File: config.mk
export PLATFORM = sky130hd
export DESIGN_NAME = mss_top
export DESIGN_NICKNAME = d
export VERILOG_FILES = /design/src/hw/mss_pkg.sv /design/src/hw/mss_sync.sv /design/src/hw/mss_tick.sv /design/src/hw/mss_top.sv
export SDC_FILE = /design/constraint.sdc
export NUM_CORES = 1
export LEC_CHECK = 0
export BUFFER_PORTS_ARGS = -buffer_cell sky130_fd_sc_hd__clkbuf_2
export CORE_AREA = 2 2 213 110
export CTS_CLUSTER_DIAMETER = 80
export DETAILED_ROUTE_END_ITERATION = 10
export DIE_AREA = 0 0 215 112
export GPL_ROUTABILITY_DRIVEN = 1
export PLACE_DENSITY = 0.69
export SKIP_CTS_REPAIR_TIMING = 1
export SYNTH_ARGS = -nofsm -noshare
export SYNTH_HDL_FRONTEND = slang
export SYNTH_SLANG_ARGS = --single-unit
export TNS_END_PERCENT = 1
File: constraint.sdc
create_clock -name clk -period 3.7 [get_ports clk]
set_input_delay 0.74 -clock clk [delete_from_list [all_inputs] [get_ports clk]]
set_output_delay 0.74 -clock clk [all_outputs]
set_load 0.05 [all_outputs]
File: src/hw/mss_pkg.sv
// Shared constants, register map and carrier types of the soft start sequencer.
// Assumes a 200 MHz system clock and classic Wishbone with 32-bit data.
package mss_pkg;

  // ---------------------------------------------------------------
  // Timing
  // ---------------------------------------------------------------
  localparam int unsigned CLK_PERIOD_NS = 5;
  localparam int unsigned MS_TIME_NS    = 1_000_000;
  localparam int unsigned MS_CYCLES     = MS_TIME_NS / CLK_PERIOD_NS;
  localparam int unsigned MS_PER_S      = 1000;
  localparam int unsigned KICK_MAX_S    = 2;
  localparam logic [11:0] KICK_MAX_MS   = 12'(KICK_MAX_S * MS_PER_S);
  localparam logic [3:0]  DETECT_CYCLES = 4'h8;

  // ---------------------------------------------------------------
  // Levels, in percent of rated voltage
  // ---------------------------------------------------------------
  localparam logic [7:0]  RATED_LVL     = 8'h64;
  localparam logic [7:0]  ZERO_LVL      = 8'h00;

  // ---------------------------------------------------------------
  // Register map
  // ---------------------------------------------------------------
  localparam logic [7:0]  ADR_CTRL      = 8'h00;
  localparam logic [7:0]  ADR_LEVELS    = 8'h04;
  localparam logic [7:0]  ADR_TIMES     = 8'h08;
  localparam logic [7:0]  ADR_FAULT     = 8'h0c;
  localparam logic [7:0]  ADR_STATUS    = 8'h10;

  localparam int unsigned CTRL_CLIMIT   = 0;
  localparam int unsigned CTRL_EDGE     = 1;
  localparam int unsigned CTRL_AUTO     = 2;
  localparam int unsigned CTRL_PREQ     = 3;
  localparam int unsigned CTRL_SHUNT    = 4;
  localparam int unsigned CTRL_STOP_LSB = 5;
  localparam int unsigned CTRL_MASK_LSB = 8;
  localparam logic [31:0] CTRL_WMASK    = 32'h0000_077f;
  localparam logic [31:0] CTRL_RST      = 32'h0000_0002;

  localparam int unsigned START_LSB     = 0;
  localparam int unsigned KTRQ_LSB      = 8;
  localparam logic [31:0] LEVELS_WMASK  = 32'h0000_ffff;
  localparam logic [31:0] LEVELS_RST    = 32'h0000_5028;

  localparam int unsigned RAMP_LSB      = 0;
  localparam int unsigned KTIME_LSB     = 16;
  localparam logic [31:0] TIMES_WMASK   = 32'h0fff_ffff;
  localparam logic [31:0] TIMES_RST     = 32'h0000_2710;

  localparam int unsigned FLT_PHASE     = 0;
  localparam int unsigned FLT_ZC        = 1;
  localparam int unsigned FLT_EXT       = 2;
  localparam int unsigned FLT_W         = 3;

  localparam int unsigned ST_LVL_LSB    = 8;
  localparam int unsigned ST_UPANEL     = 16;
  localparam int unsigned ST_CPANEL     = 17;
  localparam int unsigned ST_READY      = 18;
  localparam int unsigned ST_BYPASS     = 19;

  // ---------------------------------------------------------------
  // Types
  // ---------------------------------------------------------------
  typedef enum logic [2:0]
  {
    S_IDLE   = 3'h0,
    S_KICK   = 3'h1,
    S_RAMP   = 3'h3,
    S_FINISH = 3'h2,
    S_BYPASS = 3'h6,
    S_CLIMIT = 3'h7
  } mss_state_t;

  typedef struct packed
  {
    logic permissive;
    logic start_command_input;
    logic line_present;
    logic zero_cross;
    logic sync_speed;
    logic user_panel_module;
    logic control_panel_module;
    logic ext_fault;
  } mss_pins_t;

  typedef struct packed
  {
    logic       fire_en;
    logic       bypass;
    logic [7:0] level;
  } mss_pole_t;

endpackage

File: src/hw/mss_sync.sv
// Two flip-flop synchroniser for a group of pin levels.
// Assumes every bit is a slow level from outside the clock domain.
`timescale 1ns/10ps
module mss_sync
  #(parameter int unsigned W = 8)
   (input  wire logic         clk,
    input  wire logic         reset,
    input  wire logic [W-1:0] din,
    output      logic [W-1:0] dout);

  logic [W-1:0] meta_q;

  // ---------------------------------------------------------------
  // Stages
  // ---------------------------------------------------------------
  always_ff @(posedge clk)
  begin
    if (reset)
    begin
      meta_q <= '0;
      dout   <= '0;
    end
    else
    begin
      meta_q <= din;
      dout   <= meta_q;
    end
  end

endmodule

File: src/hw/mss_tick.sv
// Divider giving a one-cycle enable pulse every CYCLES clocks.
// Assumes CYCLES is at least 2.
`timescale 1ns/10ps
module mss_tick
  #(parameter int unsigned CYCLES = 200000)
   (input  wire logic clk,
    input  wire logic reset,
    output      logic tick);

  localparam int unsigned CW = $clog2(CYCLES);
  localparam logic [CW-1:0] LAST = CW'(CYCLES - 1);

  logic [CW-1:0] cnt_q;

  // ---------------------------------------------------------------
  // Counter
  // ---------------------------------------------------------------
  always_ff @(posedge clk)
  begin
    if (reset)
    begin
      cnt_q <= '0;
      tick  <= 1'b0;
    end
    else
    begin
      tick  <= (cnt_q == LAST);
      cnt_q <= (cnt_q == LAST) ? '0 : cnt_q + 1'b1;
    end
  end

endmodule

File: src/hw/mss_top.sv
// Soft start sequencer: kick, voltage ramp or current limit, then bypass.
// Assumes a 200 MHz clk, synchronous reset and a classic Wishbone master.
// Operation
// - Ramp from start level to rated exactly
// - Sync speed early finishes ramp, then bypass
// - Close pole bypass contacts at rated speed; ramp mode closes them at rated level without waiting for sync speed
// - Vary thyristor conduction to raise voltage gradually
// - Optional kick pulse, two seconds at most
// - Kick torque and time; zero time disables
// - Current limit holds constant start level voltage
// - Panel presence optionally required for operation
// - Detect user or control panel at power-up
// - Parameters kept in main board registers
// - Edge mode: no line at power-up faults
// - Level mode starts when line arrives later
// - Shunt trip output on selected faults
// - Permissive loss stops the motor
// - Start edge with permissive begins start
// - Edge mode needs start recycled after trip
//
// The Wishbone interface to the registers and the register addresses are this design's own decisions.
`timescale 1ns/10ps
module mss_top
  import mss_pkg::*;
  #(parameter int unsigned MS_CYCLES_P = MS_CYCLES)
   (input  wire logic        clk,
    input  wire logic        reset,
    input  wire logic        wb_cyc,
    input  wire logic        wb_stb,
    input  wire logic        wb_we,
    input  wire logic [7:0]  wb_adr,
    input  wire logic [31:0] wb_dat_w,
    input  wire logic [3:0]  wb_sel,
    output      logic [31:0] wb_dat_r,
    output      logic        wb_ack,
    input  wire mss_pins_t   pins,
    output      mss_pole_t   [2:0] pole_cmd,
    output      logic        shunt_trip,
    output      logic        ready_led);

  mss_pins_t        pins_s;
  logic             ms_tick;
  logic [31:0]      ctrl_q;
  logic [31:0]      levels_q;
  logic [31:0]      times_q;
  logic [FLT_W-1:0] fault_q;
  logic [FLT_W-1:0] fault_set;
  logic [FLT_W-1:0] fault_clr;
  logic [FLT_W-1:0] fault_cond;
  logic [FLT_W-1:0] shunt_mask;
  logic [3:0]       det_cnt_q;
  logic             por_done_q;
  logic             por_chk;
  logic             upanel_q;
  logic             cpanel_q;
  logic             tripped_q;
  logic             start_prev_q;
  logic             start_rise;
  logic             wb_req;
  logic             wb_wr;
  logic [31:0]      rd_d;
  logic             climit_mode;
  logic             edge_mode;
  logic             auto_reset;
  logic             panel_req;
  logic             shunt_en;
  logic [7:0]       start_lvl;
  logic [7:0]       kick_trq;
  logic [7:0]       span;
  logic [15:0]      ramp_ms;
  logic [11:0]      kick_raw;
  logic [11:0]      kick_len;
  logic             ready;
  logic             run_ok;
  logic             go;
  logic             running;
  mss_state_t       state_q;
  mss_state_t       first_st;
  logic [7:0]       lvl_q;
  logic [15:0]      elapsed_q;
  logic [16:0]      err_q;
  logic [16:0]      ramp_ext;
  logic [11:0]      kick_cnt_q;

  // ---------------------------------------------------------------
  // Pin synchroniser and millisecond enable
  // ---------------------------------------------------------------
  mss_sync #(.W($bits(mss_pins_t))) u_sync
  (
    .clk   (clk),
    .reset (reset),
    .din   (pins),
    .dout  (pins_s)
  );

  mss_tick #(.CYCLES(MS_CYCLES_P)) u_tick
  (
    .clk   (clk),
    .reset (reset),
    .tick  (ms_tick)
  );

  // ---------------------------------------------------------------
  // Configuration fields
  // ---------------------------------------------------------------
  assign climit_mode = ctrl_q[CTRL_CLIMIT];
  assign edge_mode   = ctrl_q[CTRL_EDGE];
  assign auto_reset  = ctrl_q[CTRL_AUTO];
  assign panel_req   = ctrl_q[CTRL_PREQ];
  assign shunt_en    = ctrl_q[CTRL_SHUNT];
  assign shunt_mask  = ctrl_q[CTRL_MASK_LSB +: FLT_W];
  assign start_lvl   = (levels_q[START_LSB +: 8] > RATED_LVL) ? RATED_LVL
                                                               : levels_q[START_LSB +: 8];
  assign kick_trq    = (levels_q[KTRQ_LSB +: 8] > RATED_LVL) ? RATED_LVL
                                                              : levels_q[KTRQ_LSB +: 8];
  assign span        = RATED_LVL - start_lvl;
  assign ramp_ms     = times_q[RAMP_LSB +: 16];
  assign ramp_ext    = {1'b0, ramp_ms};
  assign kick_raw    = times_q[KTIME_LSB +: 12];
  assign kick_len    = (kick_raw > KICK_MAX_MS) ? KICK_MAX_MS : kick_raw;
  assign first_st    = climit_mode ? S_CLIMIT : S_RAMP;

  // ---------------------------------------------------------------
  // Wishbone slave
  // ---------------------------------------------------------------
  function automatic logic [31:0] wb_merge(input logic [31:0] old_v,
                                           input logic [31:0] new_v,
                                           input logic [3:0]  sel);
    logic [31:0] res;
    res = old_v;
    for (int i = 0; i < 4; i++)
    begin
      if (sel[i])
      begin
        res[i*8 +: 8] = new_v[i*8 +: 8];
      end
    end
    return res;
  endfunction

  assign wb_req = wb_cyc & wb_stb & ~wb_ack;
  assign wb_wr  = wb_req & wb_we;

  always_comb
  begin
    rd_d = 32'h0000_0000;
    if (wb_adr == ADR_CTRL)
    begin
      rd_d = ctrl_q;
    end
    else if (wb_adr == ADR_LEVELS)
    begin
      rd_d = levels_q;
    end
    else if (wb_adr == ADR_TIMES)
    begin
      rd_d = times_q;
    end
    else if (wb_adr == ADR_FAULT)
    begin
      rd_d[FLT_W-1:0] = fault_q;
    end
    else if (wb_adr == ADR_STATUS)
    begin
      rd_d[2:0]              = state_q;
      rd_d[ST_LVL_LSB +: 8]  = lvl_q;
      rd_d[ST_UPANEL]        = upanel_q;
      rd_d[ST_CPANEL]        = cpanel_q;
      rd_d[ST_READY]         = ready;
      rd_d[ST_BYPASS]        = (state_q == S_BYPASS);
    end
  end

  always_ff @(posedge clk)
  begin
    if (reset)
    begin
      wb_ack   <= 1'b0;
      wb_dat_r <= 32'h0000_0000;
    end
    else
    begin
      wb_ack <= wb_req;
      if (wb_req && !wb_we)
      begin
        wb_dat_r <= rd_d;
      end
    end
  end

  // Parameters live here; panel edits arrive over the bus
  always_ff @(posedge clk)
  begin
    if (reset)
    begin
      ctrl_q   <= CTRL_RST;
      levels_q <= LEVELS_RST;
      times_q  <= TIMES_RST;
    end
    else if (wb_wr && wb_adr == ADR_CTRL)
    begin
      ctrl_q <= wb_merge(ctrl_q, wb_dat_w, wb_sel) & CTRL_WMASK;
    end
    else if (wb_wr && wb_adr == ADR_LEVELS)
    begin
      levels_q <= wb_merge(levels_q, wb_dat_w, wb_sel) & LEVELS_WMASK;
    end
    else if (wb_wr && wb_adr == ADR_TIMES)
    begin
      times_q <= wb_merge(times_q, wb_dat_w, wb_sel) & TIMES_WMASK;
    end
  end

  // ---------------------------------------------------------------
  // Power-up panel detection and line check
  // ---------------------------------------------------------------
  assign por_chk = ~por_done_q & (det_cnt_q == DETECT_CYCLES);

  always_ff @(posedge clk)
  begin
    if (reset)
    begin
      det_cnt_q  <= 4'h0;
      por_done_q <= 1'b0;
      upanel_q   <= 1'b0;
      cpanel_q   <= 1'b0;
    end
    else if (!por_done_q)
    begin
      det_cnt_q <= det_cnt_q + 4'h1;
      if (por_chk)
      begin
        por_done_q <= 1'b1;
        upanel_q   <= pins_s.user_panel_module;
        cpanel_q   <= pins_s.control_panel_module;
      end
    end
  end

  // ---------------------------------------------------------------
  // Faults; a new event wins over a clear
  // ---------------------------------------------------------------
  assign running    = (state_q != S_IDLE);
  assign fault_cond = {pins_s.ext_fault, ~pins_s.zero_cross, ~pins_s.line_present};
  assign fault_set[FLT_PHASE] = ~pins_s.line_present & (running | (por_chk & edge_mode));
  assign fault_set[FLT_ZC]    = ~pins_s.zero_cross & (running | (por_chk & edge_mode));
  assign fault_set[FLT_EXT]   = pins_s.ext_fault;
  assign fault_clr = ((wb_wr && wb_adr == ADR_FAULT && wb_sel[0]) ? wb_dat_w[FLT_W-1:0]
                                                                   : {FLT_W{1'b0}})
                   | (auto_reset ? ~fault_cond : {FLT_W{1'b0}});

  always_ff @(posedge clk)
  begin
    if (reset)
    begin
      fault_q <= {FLT_W{1'b0}};
    end
    else
    begin
      fault_q <= (fault_q & ~fault_clr) | fault_set;
    end
  end

  // ---------------------------------------------------------------
  // Start qualification
  // ---------------------------------------------------------------
  assign start_rise = pins_s.start_command_input & ~start_prev_q;
  assign ready  = por_done_q & ~|fault_q & pins_s.permissive & pins_s.line_present
                & (~panel_req | upanel_q);
  assign run_ok = pins_s.permissive & ~|fault_q;
  assign go = (state_q == S_IDLE) & ready
            & (edge_mode ? start_rise
                         : (start_rise | (pins_s.start_command_input
                                          & (auto_reset | ~tripped_q))));

  always_ff @(posedge clk)
  begin
    if (reset)
    begin
      start_prev_q <= 1'b0;
      tripped_q    <= 1'b0;
    end
    else
    begin
      start_prev_q <= pins_s.start_command_input;
      if (|fault_set)
      begin
        tripped_q <= 1'b1;
      end
      else if (go)
      begin
        tripped_q <= 1'b0;
      end
    end
  end

  // ---------------------------------------------------------------
  // Start sequencer
  // ---------------------------------------------------------------
  always_ff @(posedge clk)
  begin
    if (reset)
    begin
      state_q    <= S_IDLE;
      lvl_q      <= ZERO_LVL;
      elapsed_q  <= 16'h0000;
      err_q      <= 17'h0_0000;
      kick_cnt_q <= 12'h000;
    end
    else if (running && !run_ok)
    begin
      state_q <= S_IDLE;
      lvl_q   <= ZERO_LVL;
    end
    else
    begin
      case (state_q)
        S_IDLE:
        begin
          if (go)
          begin
            elapsed_q  <= 16'h0000;
            err_q      <= 17'h0_0000;
            kick_cnt_q <= 12'h000;
            if (kick_len != 12'h000)
            begin
              state_q <= S_KICK;
              lvl_q   <= kick_trq;
            end
            else
            begin
              state_q <= first_st;
              lvl_q   <= start_lvl;
            end
          end
        end
        S_KICK:
        begin
          if (ms_tick)
          begin
            if (kick_cnt_q + 12'h001 >= kick_len)
            begin
              state_q <= first_st;
              lvl_q   <= start_lvl;
            end
            else
            begin
              kick_cnt_q <= kick_cnt_q + 12'h001;
            end
          end
        end
        S_RAMP:
        begin
          if (pins_s.sync_speed)
          begin
            state_q <= S_FINISH;
          end
          else if (ramp_ms == 16'h0000 || (elapsed_q == ramp_ms && err_q < ramp_ext))
          begin
            state_q <= S_FINISH;
          end
          else if (ms_tick && elapsed_q != ramp_ms)
          begin
            elapsed_q <= elapsed_q + 16'h0001;
            err_q     <= err_q + {9'h000, span};
          end
          else if (err_q >= ramp_ext)
          begin
            err_q <= err_q - ramp_ext;
            lvl_q <= lvl_q + 8'h01;
          end
        end
        S_FINISH:
        begin
          if (lvl_q >= RATED_LVL)
          begin
            state_q <= S_BYPASS;
            lvl_q   <= RATED_LVL;
          end
          else
          begin
            lvl_q <= lvl_q + 8'h01;
          end
        end
        S_CLIMIT:
        begin
          if (pins_s.sync_speed)
          begin
            state_q <= S_BYPASS;
            lvl_q   <= RATED_LVL;
          end
        end
        S_BYPASS:
        begin
          state_q <= S_BYPASS;
        end
        default:
        begin
          state_q <= S_IDLE;
          lvl_q   <= ZERO_LVL;
        end
      endcase
    end
  end

  // ---------------------------------------------------------------
  // Pole, shunt trip and ready outputs
  // ---------------------------------------------------------------
  always_ff @(posedge clk)
  begin
    if (reset)
    begin
      pole_cmd   <= '0;
      shunt_trip <= 1'b0;
      ready_led  <= 1'b0;
    end
    else
    begin
      for (int p = 0; p < 3; p++)
      begin
        pole_cmd[p].fire_en <= running && state_q != S_BYPASS;
        pole_cmd[p].bypass  <= (state_q == S_BYPASS);
        pole_cmd[p].level   <= lvl_q;
      end
      shunt_trip <= shunt_en & |(fault_q & shunt_mask);
      ready_led  <= ready;
    end
  end

  // ---------------------------------------------------------------
  // Assertions
  // ---------------------------------------------------------------
  ramp_exact_a:
    assert property (@(posedge clk) disable iff (reset)
      state_q == S_RAMP && run_ok && !pins_s.sync_speed && ramp_ms != 16'h0000
      && elapsed_q == ramp_ms && err_q < ramp_ext |=> state_q == S_FINISH && lvl_q == RATED_LVL)
    else $error("Ramp did not end at rated level");
  sync_early_a:
    assert property (@(posedge clk) disable iff (reset)
      state_q == S_RAMP && run_ok && pins_s.sync_speed |=> state_q == S_FINISH)
    else $error("Sync speed did not finish ramp");
  pole_bypass_a:
    assert property (@(posedge clk) disable iff (reset)
      state_q == S_BYPASS |=> pole_cmd[0].bypass && pole_cmd[2].bypass && !pole_cmd[1].fire_en)
    else $error("Bypass contacts not closed");
  level_rise_a:
    assert property (@(posedge clk) disable iff (reset)
      state_q == S_RAMP && run_ok |=> lvl_q >= $past(lvl_q))
    else $error("Ramp level fell");
  kick_bound_a:
    assert property (@(posedge clk) disable iff (reset) kick_cnt_q < KICK_MAX_MS)
    else $error("Kick longer than limit");
  kick_skip_a:
    assert property (@(posedge clk) disable iff (reset)
      go && kick_len == 12'h000 |=> state_q != S_KICK)
    else $error("Kick with zero time");
  climit_hold_a:
    assert property (@(posedge clk) disable iff (reset)
      state_q == S_CLIMIT && run_ok && !pins_s.sync_speed |=> state_q == S_CLIMIT && $stable(lvl_q))
    else $error("Current limit level moved");
  panel_need_a:
    assert property (@(posedge clk) disable iff (reset) panel_req && !upanel_q |-> !ready)
    else $error("Ready without required panel");
  por_fault_a:
    assert property (@(posedge clk) disable iff (reset)
      por_chk && edge_mode && !pins_s.line_present |=> fault_q[FLT_PHASE] ##1 !ready_led)
    else $error("Missing line not faulted");
  level_start_a:
    assert property (@(posedge clk) disable iff (reset)
      state_q == S_IDLE && ready && !edge_mode && auto_reset && pins_s.start_command_input
      |=> state_q != S_IDLE)
    else $error("Level start not taken");
  shunt_out_a:
    assert property (@(posedge clk) disable iff (reset)
      shunt_en && |(fault_q & shunt_mask) |=> shunt_trip)
    else $error("Shunt trip not driven");
  perm_stop_a:
    assert property (@(posedge clk) disable iff (reset)
      running && !pins_s.permissive |=> state_q == S_IDLE ##1 !pole_cmd[0].fire_en)
    else $error("Permissive loss did not stop");
  edge_start_a:
    assert property (@(posedge clk) disable iff (reset)
      state_q == S_IDLE && ready && start_rise |=> state_q != S_IDLE)
    else $error("Start edge ignored");
  edge_hold_a:
    assert property (@(posedge clk) disable iff (reset)
      state_q == S_IDLE && edge_mode && start_prev_q |=> state_q == S_IDLE)
    else $error("Held start restarted in edge mode");
  climit_byp_a:
    assert property (@(posedge clk) disable iff (reset)
      state_q == S_CLIMIT && run_ok && pins_s.sync_speed |=> state_q == S_BYPASS)
    else $error("Current limit did not bypass");
  ramp_byp_a:
    assert property (@(posedge clk) disable iff (reset)
      state_q == S_FINISH && run_ok && lvl_q >= RATED_LVL |=> state_q == S_BYPASS)
    else $error("Ramp end did not bypass");

endmodule

==> results.txt, run 1 <==
- The worst pin sits at a relative slew slack of 48.15%.
* Yosys warning total: 0
* Initial DRC Count: 1155
- Worst-case reg-to-reg path depth: 14
- Pleak: 5.124 nW
- In the routed layout, each cell is associated on average with a via count of 5.752.
- Crit path arrival time: 3.84 ns
- Drc violations: 0
- Routed length on met1: 15670 µm
* Worst slack at placement: 0.1155 ns
- After clock tree synthesis, the clock-pin slew on the worst setup and hold paths is 0.08 ns.
- Fraction of layout cells with a size suffix above 1: ~16%
* Top library cells by usage in the layout, fill and taps aside: 194 x sky130_fd_sc_hd__dfxtp_1, 178 x sky130_fd_sc_hd__nor2_1, 112 x sky130_fd_sc_hd__clkbuf_2
- The die is 112 µm tall.
- Most instantiated flip-flop cell in the synthesis netlist: sky130_fd_sc_hd__dfxtp_1
- Based on the critical path, the design can be clocked at up to approximately 280 MHz.
* Average instance area after synthesis: 8.392 µm²
- Max stage delay on crit path: 0.49 ns
- In this run the register-to-register setup slack is 0.19 ns.
- Part of the total power dissipated in the clock network: between 30% and 40%
- Total power divided by cell area: around 430 nW/µm²
* Most common cell after layout, fill and taps aside: sky130_fd_sc_hd__dfxtp_1
- Detailed placement ended at an HPWL of 23540 µm.
* Count of final setup violators: 0
- Kind of capture point of the worst setup path: register
- For the finished layout, the period the worst path requires is 3.511 ns.
- P_int: around 0.0035 W
* Worst IR Drop VDD: 371.1 µV
- Power share of the combinational group: 21.3%
- Number of distinct library cells after synthesis: 81
* Wire length of the first global-routing pass: 48880 µm
* Highest routed layer: met4
- Startpoint of the lowest-slack register-to-register path: levels_q[2]
- Number of slew-limit violations in the final report: 0
* Inserted Clock Buffers: 17
- Hold slack final: 0.4371 ns
* Via count of the first global-routing pass: 8746
- At the pin with the least slew margin, the transition time is 0.7707 ns.
- Hold EP: u_sync.dout[4]
* Placeable Area: 22350 µm²
- The share of the Yosys chip area taken by registers is 36.14%.
- Critical Path Start Type: register
- Dividing the detail-routed wire length by the instance count gives 18.33 µm.
* Setup tns final: 0 ns
- Across the whole layout, storage elements account for 3969 µm².
- The total overflow left after global routing is 0.
- In this run switching power makes up 34.11% of total power.
- For this run, the total global-route usage over all layers was measured as 26.04%.
* Sink Count: 198
* Worst-path fanout max: 5
- Total vias in the final route: 9830
- Routed wire length: 31320 µm
* Critical path required time: around 4.0 ns
- In this run the worst hold path is classified as register to register.
- The initial antenna violation count came to 0.
- Along the worst hold path, the cell count comes to 1.
- Detailed routing placed a total of 12460 µm of wire on met2.
- Number of endpoints with negative hold slack in the final report: 0
- In this run the power spent charging and discharging nets is 0.001831 W.
* Post-Layout Inst Area: 12360 µm²
- Registers are responsible for between 40 and 50% of the overall power.
- The tool flagged a number of max-cap violations equal to 0.
- Critical path class: register to register
- Weighted congestion reported at the end of routability-driven placement: roughly 1.0
* Netlist area before placement: 10970 µm²
- Traced cell by cell, the critical path runs through o21a_1 -> nor3_2 -> nor2b_1 -> a21o_1 -> nor2_1 -> ha_1 -> fa_1 -> a21oi_2 -> o21ai_0 -> a2111o_1 -> and2_1 -> a31o_2 -> a22oi_1 -> nor3_1.
* Maximum count of clock buffers along a single path: 2
* Clock tree from TritonCTS: done
- The slowest stage of the critical path is the sky130_fd_sc_hd__a2111o_1 cell.
- Source-to-sink clock delay at the later pin of the worst-skew pair: ~0.46 ns
- Post-place instance area: 11710 µm²
- The endpoint identified for the worst register-to-register timing path is err_q[10].
* Die Width: 215 µm
- Measured on the finished design, the core utilization comes to 55.32%.
- Entering global routing, the biggest net connects 63 pins.
- Unrepaired setup endpoints after global routing: false
- Met3 wire length: 2975 µm
- Period Utilization, post-route: a little over nine tenths
* # nets final: 1494
- In the synthesized netlist the async set-or-reset flop fraction comes to 0%.
- The H-tree was split into 4 levels.
- The repair_antennas step left the layout with diodes totalling 0.
* Number of fillers in the final layout: 2080
* Number of nets with antenna violations after detailed routing: 0
- PnR worst setup slack: 0.1889 ns
* Multi-input gate area: 6481 µm²
- The cell sitting at the root of the clock tree is a sky130_fd_sc_hd__clkbuf_16.
* Post-synthesis register bit count: slightly below 200
- Number of synthesized flops with an enable pin: 0
- Total I/O pin count: 122
- The cell count after synthesis came out at 1307.
- Worst min-delay path startpoint: u_sync.meta_q[4]
- The area growth from synthesis to layout is 12.73%.
- Worst-case clock skew: 0.01372 ns
- The flow ran to the end, and the final reports show no timing, DRC or antenna violations.
- Initial core utilization: 49.08%
- The floorplan has 39 rows.
- The floorplan step defined a die boundary enclosing 24080 µm².
- Number of iterations in the first detailed-routing pass: 7
* Port-buffer cells: 113
==> area by class of cell <==
cell class                      instances  area share, %
Multi-Input combinational cell        990          52.42
Sequential cell                       198          32.10
Timing Repair Buffer                  147          6.659
Clock buffer                           18          3.471
Tap cell                              307          3.107
Clock inverter                         13          1.154
Inverter                               36          1.093
==> per-stage QoR <==
step	std cells	power, W
CTS	1707	0.005370
finish	1709	0.005368
detailed placement	1676	0.003532
global placement	1676	0.003518
global route	1709	0.005593
floorplan	1311	0.003253
==> synth_stat cells (3+ instances only) <==
| cell type | number | area share [%] |
|---|---|---|
| sky130_fd_sc_hd__a31oi_1 | 15 | 0.86 |
| sky130_fd_sc_hd__buf_4 | 25 | 1.7 |
| sky130_fd_sc_hd__a21oi_1 | 71 | 3.2 |
| sky130_fd_sc_hd__nand2_4 | 3 | 0.31 |
| sky130_fd_sc_hd__a222oi_1 | 12 | 1.1 |
| sky130_fd_sc_hd__nor4_1 | 11 | 0.63 |
| sky130_fd_sc_hd__nor3_2 | 3 | 0.27 |
| sky130_fd_sc_hd__or3_1 | 9 | 0.51 |
| sky130_fd_sc_hd__inv_1 | 36 | 1.2 |
| sky130_fd_sc_hd__o31ai_1 | 4 | 0.27 |
| sky130_fd_sc_hd__a211o_1 | 11 | 0.88 |
| sky130_fd_sc_hd__a21o_1 | 12 | 0.82 |
| sky130_fd_sc_hd__ha_1 | 45 | 5.1 |
| sky130_fd_sc_hd__or2_2 | 5 | 0.29 |
| sky130_fd_sc_hd__nand4_1 | 30 | 1.7 |
| sky130_fd_sc_hd__o21a_1 | 3 | 0.21 |
| sky130_fd_sc_hd__xnor2_1 | 51 | 4.1 |
| sky130_fd_sc_hd__a22oi_1 | 9 | 0.62 |
| sky130_fd_sc_hd__nor2b_1 | 37 | 2.1 |
| sky130_fd_sc_hd__and2_1 | 11 | 0.63 |
| sky130_fd_sc_hd__a211oi_1 | 18 | 1.2 |
| sky130_fd_sc_hd__o21ai_0 | 39 | 1.8 |
| sky130_fd_sc_hd__nand2_1 | 110 | 3.8 |
| sky130_fd_sc_hd__buf_2 | 11 | 0.50 |
| sky130_fd_sc_hd__nand2b_1 | 15 | 0.86 |
| sky130_fd_sc_hd__o211ai_1 | 13 | 0.89 |
| sky130_fd_sc_hd__nor3_1 | 27 | 1.2 |
| sky130_fd_sc_hd__o21ai_1 | 5 | 0.23 |
| sky130_fd_sc_hd__xor2_1 | 35 | 2.8 |
| sky130_fd_sc_hd__nor2_1 | 181 | 6.2 |
| sky130_fd_sc_hd__a22o_1 | 3 | 0.24 |
| sky130_fd_sc_hd__mux2i_1 | 47 | 4.3 |
| sky130_fd_sc_hd__a21oi_4 | 3 | 0.44 |
| sky130_fd_sc_hd__dfxtp_1 | 198 | 36 |
| sky130_fd_sc_hd__a32oi_1 | 3 | 0.24 |
| sky130_fd_sc_hd__or4_1 | 5 | 0.34 |
| sky130_fd_sc_hd__o21ai_2 | 3 | 0.24 |
| sky130_fd_sc_hd__buf_6 | 4 | 0.41 |
| sky130_fd_sc_hd__clkbuf_1 | 45 | 1.5 |
| sky130_fd_sc_hd__a221oi_1 | 7 | 0.56 |
| sky130_fd_sc_hd__and3_1 | 28 | 1.6 |
| sky130_fd_sc_hd__nand4b_1 | 3 | 0.24 |
| sky130_fd_sc_hd__nand3_1 | 48 | 2.2 |
==> worst max-delay path: cells and delay by family, from the launching register on <==
family | cells | cell delay, ns
DFF | 1 | 0.42
AOI/OAI and AO/OA | 7 | 1.77
and+or+nand+nor | 5 | 0.55
adders and majority gates | 2 | 0.63
==> how the worst max path moves through the flow <==
stage	depth (start not counted)	start	end
2_1_floorplan	14	kick_cnt_q[0]	kick_cnt_q[2]
3_3_place_gp	14	kick_cnt_q[0]	kick_cnt_q[9]
3_5_place_dp	14	kick_cnt_q[2]	kick_cnt_q[9]
4_1_cts	15	kick_cnt_q[2]	kick_cnt_q[6]
5_1_grt	13	levels_q[0]	err_q[7]
6_report	14	levels_q[2]	err_q[10]
==> per-layer routing <==
metal  track usage, %  up-vias
met5                0        -
met4            4.920        0
met3            7.049       16
met2            35.43      369
met1            40.50     4661
li1                 -     4784
==> power groups by stage <==
stage	clock [W]	sequential (W)	combinational, W
global placement	0	0.00242	0.00110
global route	0.00196	0.00239	0.00124
floorplan	0	0.00238	0.000876
detailed placement	0	0.00242	0.00111
CTS	0.00188	0.00237	0.00112
finish	0.00184	0.00238	0.00114
==> state kept, by name (all words and copies together) (netlist names), 3 cells and up <==
register and flops:
wb_dat_r 28, state_q 3, lvl_q 8, kick_cnt_q 12, err_q 17, levels_q 16, ctrl_q 10, elapsed_q 16
u_sync.meta_q 8, pole_cmd 10, times_q 28, fault_q 3, det_cnt_q 4, u_sync.dout 8, u_tick.cnt_q 18
==> kinds of logic (layout without fill, tap and decap cells) <==
kind of cell	after synthesis	count (layout)	synth area share, %
simple gates	542	542	24.52
xor+xnor	86	86	6.867
other cells	2	6	0.06847
fa+ha+maj	47	47	5.499
flops	198	198	36.14
buf+inv	123	214	5.464
mux	49	49	4.495
compound gates	260	260	16.95
Power figures use the tool's default switching activity.
==> run 2: changes to the inputs <==
CORE_AREA = 2 2 241 124   (was 2 2 213 110)
DIE_AREA = 0 0 243 126   (was 0 0 215 112)
PLACE_DENSITY = default   (was 0.69)
==> run 2 against run 1 <==
Effect of this change: flip-flop and latch count did not move; wire length rose by 4.9%; clock skew grew 0.00097 ns; first-iteration DRC count down 12%; via count rose by 0.36%; maximum frequency decreased by 0.71%; register-to-register slack lost 0.02 ns; power increased by 2.0%; worst setup slack worse by 0.025 ns; critical path type unchanged.
==> results.txt, run 2 (same netlist as run 1, synthesis figures left out) <==
- The wire length per cell after detailed routing came to 18.33 µm (about the same).
- Walking the worst path, the cells encountered are o21a_1 -> nor3_2 -> nor2b_1 -> a21o_1 -> nor2_1 -> ha_1 -> fa_1 -> a21oi_2 -> o21ai_0 -> a2111o_1 -> and2_1 -> a31o_2 -> a22oi_1 -> nor3_1.
* Endpoint of the most critical setup path: err_q[10]
* Number of fillers in the final layout: 2934 (+41%)
- Maximum clock rate: 282.8 MHz (-0.71%)
- The H-tree depth reported by CTS is 4 (unchanged).
* Antenna Diode Count: 0 (unchanged)
- Die Y-Extent: 126 µm (+13%)
- Placeable Area: 28520 µm² (+28%)
- The final setup violation count was 0 (unchanged).
* Critical Path Start Type: register
- Logic depth of the worst setup path including buffers: 14 (unchanged)
- Via count of the first global-routing pass: 8863 (+1.3%)
- Initial core utilization: 38.46% (-11 points)
- Slew Limit Headroom: 39.71% (-8.4 points)
* Clock tree from TritonCTS: done
- Routed wire length: 32840 µm (+4.9%)
- Critical path's top delay family: compound AO/OA/AOI/OAI gates
- Synthesis-to-layout area growth: 14.03%
* Worst-case reg-to-reg path depth: 14 (unchanged)
* Hold Crit Class: register to register
- Standard cell with the maximum stage delay on the critical path: sky130_fd_sc_hd__a2111o_1
- The endpoint required time on the critical path came to 4.01 ns (-0.02 ns).
* Worst-path fanout max: 6 (+1)
- The total congestion overflow was 0 (unchanged).
- Max stage delay on crit path: 0.50 ns (about the same)
- The final hold violation count was 0 (unchanged).
* Worst IR Drop VDD: 339.7 µV (-8.4%)
- The DRC violation total after the first TritonRoute iteration was 1021 (-12%).
- The slew of the pin with the lowest slew margin was 0.9033 ns (+0.1326 ns).
- The cell area power density is 437.9 nW/µm² (+0.86%).
- Clock tree synthesis selected as its root buffer the cell sky130_fd_sc_hd__clkbuf_16.
- The number of max-slew violations in the final report came to 0 (unchanged).
- Setup repair after global routing could not meet its margin everywhere.
- The number of nets still failing antenna checks after routing was 0 (unchanged).
- Drc violations: 0 (unchanged)
- The worst setup path is of the register to register kind.
- Worst-case clock skew: 0.01468 ns (+0.0009663 ns)
- Tracing the worst setup path back leads to its startpoint at levels_q[2].
* Largest registers: times_q (28), wb_dat_r (28), u_tick.cnt_q (18)
- Min Clock Period, post-route: 3.536 ns (+0.02498 ns)
- Port-buffer cells: 113 (unchanged)
* Source-to-sink clock delay at the later pin of the worst-skew pair: 0.46 ns (about the same)
- The die extent in x came to 243 µm (+13%).
* Clock-pin slew on the worst setup and hold paths: 0.08 ns (about the same)
* Wire length of the first global-routing pass: 51580 µm (+5.5%)
* Sink Count: 198 (unchanged)
- The floorplan die area came to 30620 µm² (+27%).
* Startpoint of the lowest-slack register-to-register path: levels_q[2]
- The data arrival time of the worst path came to 3.85 ns (about the same).
* Kind of capture point of the worst setup path: register
- Maximum number of pins on one net before global-route repair: 135 (+110%)
* Max-cap violations: 0 (unchanged)
- Fraction of the core area covered by cells at the end of the flow: 43.86% (-11 points)
* Total track usage: 21.63% (-4.4 points)
- Number of iterations in the first detailed-routing pass: 5 (-2)
- Weighted congestion reported at the end of routability-driven placement: 0.9186 (-8.2%)
- The placed wire-length estimate was 24760 µm (+5.2%).
- The total buffers and inverters traversed by the critical path came to 0 (unchanged).
- Inserted Clock Buffers: 17 (unchanged)
* Period Utilization, post-route: 95.57% (+0.68 points)
- Result of the run: finished clean
- The library cell used most frequently in the layout, excluding fill and tap cells, is sky130_fd_sc_hd__dfxtp_1.
* Initial antenna violation count: 0 (unchanged)
- Setup slack on the worst flop-to-flop path: 0.16 ns (-0.02 ns)
- The number of I/O pins came to 122 (unchanged).
- The library cells used most frequently in the layout, excluding fill and tap cells, are 195 x sky130_fd_sc_hd__dfxtp_1, 178 x sky130_fd_sc_hd__nor2_1, 112 x sky130_fd_sc_hd__clkbuf_2.
* Number of rows in the core area: 44 (+13%)
- The layout net count is 1493 (-0.067%).
- The vias after detailed routing came to 9865 (+0.36%).
* Endpoint of the worst register-to-register path: err_q[10]
- The total design power came to 0.005477 W (+2.0%).
- The fraction of layout instances using a drive strength above 1 came to 16.27% (-0.13 points).
- Maximum count of clock buffers along a single path: 2 (unchanged)
* Pleak: 5.149 nW (+0.48%)
* Via density: 5.505 (-4.3%)
run 2: changes by cell type in the layout (fill, tap and decap cells not counted), sizes merged:
cell and delta:
clkinv +5, clkinvlp -4, buf -1, bufinv -1, clkbuf -1, inv +1
run 2: final cells by class:
| cell class | instances | area, µm² | share of cell area, % |
|---|---|---|---|
| Multi-Input combinational cell | 990 | 6481 | 51.82 |
| Timing Repair Buffer | 146 | 828.3 | 6.623 |
| Sequential cell | 198 | 3970 | 31.74 |
| Tap cell | 391 | 489.2 | 3.912 |
| Inverter | 36 | 135.1 | 1.080 |
| Clock buffer | 17 | 425.4 | 3.401 |
| Clock inverter | 14 | 177.7 | 1.421 |
run 2: power by group:
| group | switching [W] | leakage [nW] | internal [W] |
|---|---|---|---|
| Combinational | 0.000856 | 3.25 | 0.000390 |
| Sequential | 0.000114 | 1.61 | 0.00221 |
| Clock | 0.000990 | 0.291 | 0.000915 |
run 2: worst min path at each step:
| stage | startpoint | end | slack, ns | cells past startpoint |
|---|---|---|---|---|
| 2_1_floorplan | u_sync.meta_q[0] | u_sync.dout[0] | 0.41 | 1 |
| 6_report | u_sync.meta_q[3] | u_sync.dout[3] | 0.44 | 1 |
| 4_1_cts | u_sync.meta_q[4] | u_sync.dout[4] | 0.44 | 1 |
| 3_3_place_gp | u_sync.meta_q[6] | u_sync.dout[6] | 0.42 | 1 |
| 5_1_grt | u_sync.meta_q[3] | u_sync.dout[3] | 0.46 | 1 |
| 3_5_place_dp | u_sync.meta_q[4] | u_sync.dout[4] | 0.42 | 1 |
run 2: per-layer routing:
layer	global-route usage [%]	vias to the layer above	routed length, µm
li1	-	4778	-
met1	34.85	4674	17070
met2	28.42	376	12440
met3	4.113	37	2830
met4	5.666	0	503
met5	0	-	0
run 2: stage by stage:
step           instance area, µm²  setup slack [ns]  hold slack, ns  cells  setup TNS, ns
2_1_floorplan               10980            0.3058          0.4138   1311              0
3_3_place_gp                11840            0.1138          0.4209   1761              0
3_5_place_dp                11840          0.009887          0.4247   1761              0
4_1_cts                     12440          -0.02826          0.4443   1792       -0.06437
5_1_grt                     12510          -0.01510          0.4589   1792       -0.02885
6_report                    12510            0.1639          0.4403   1792              0
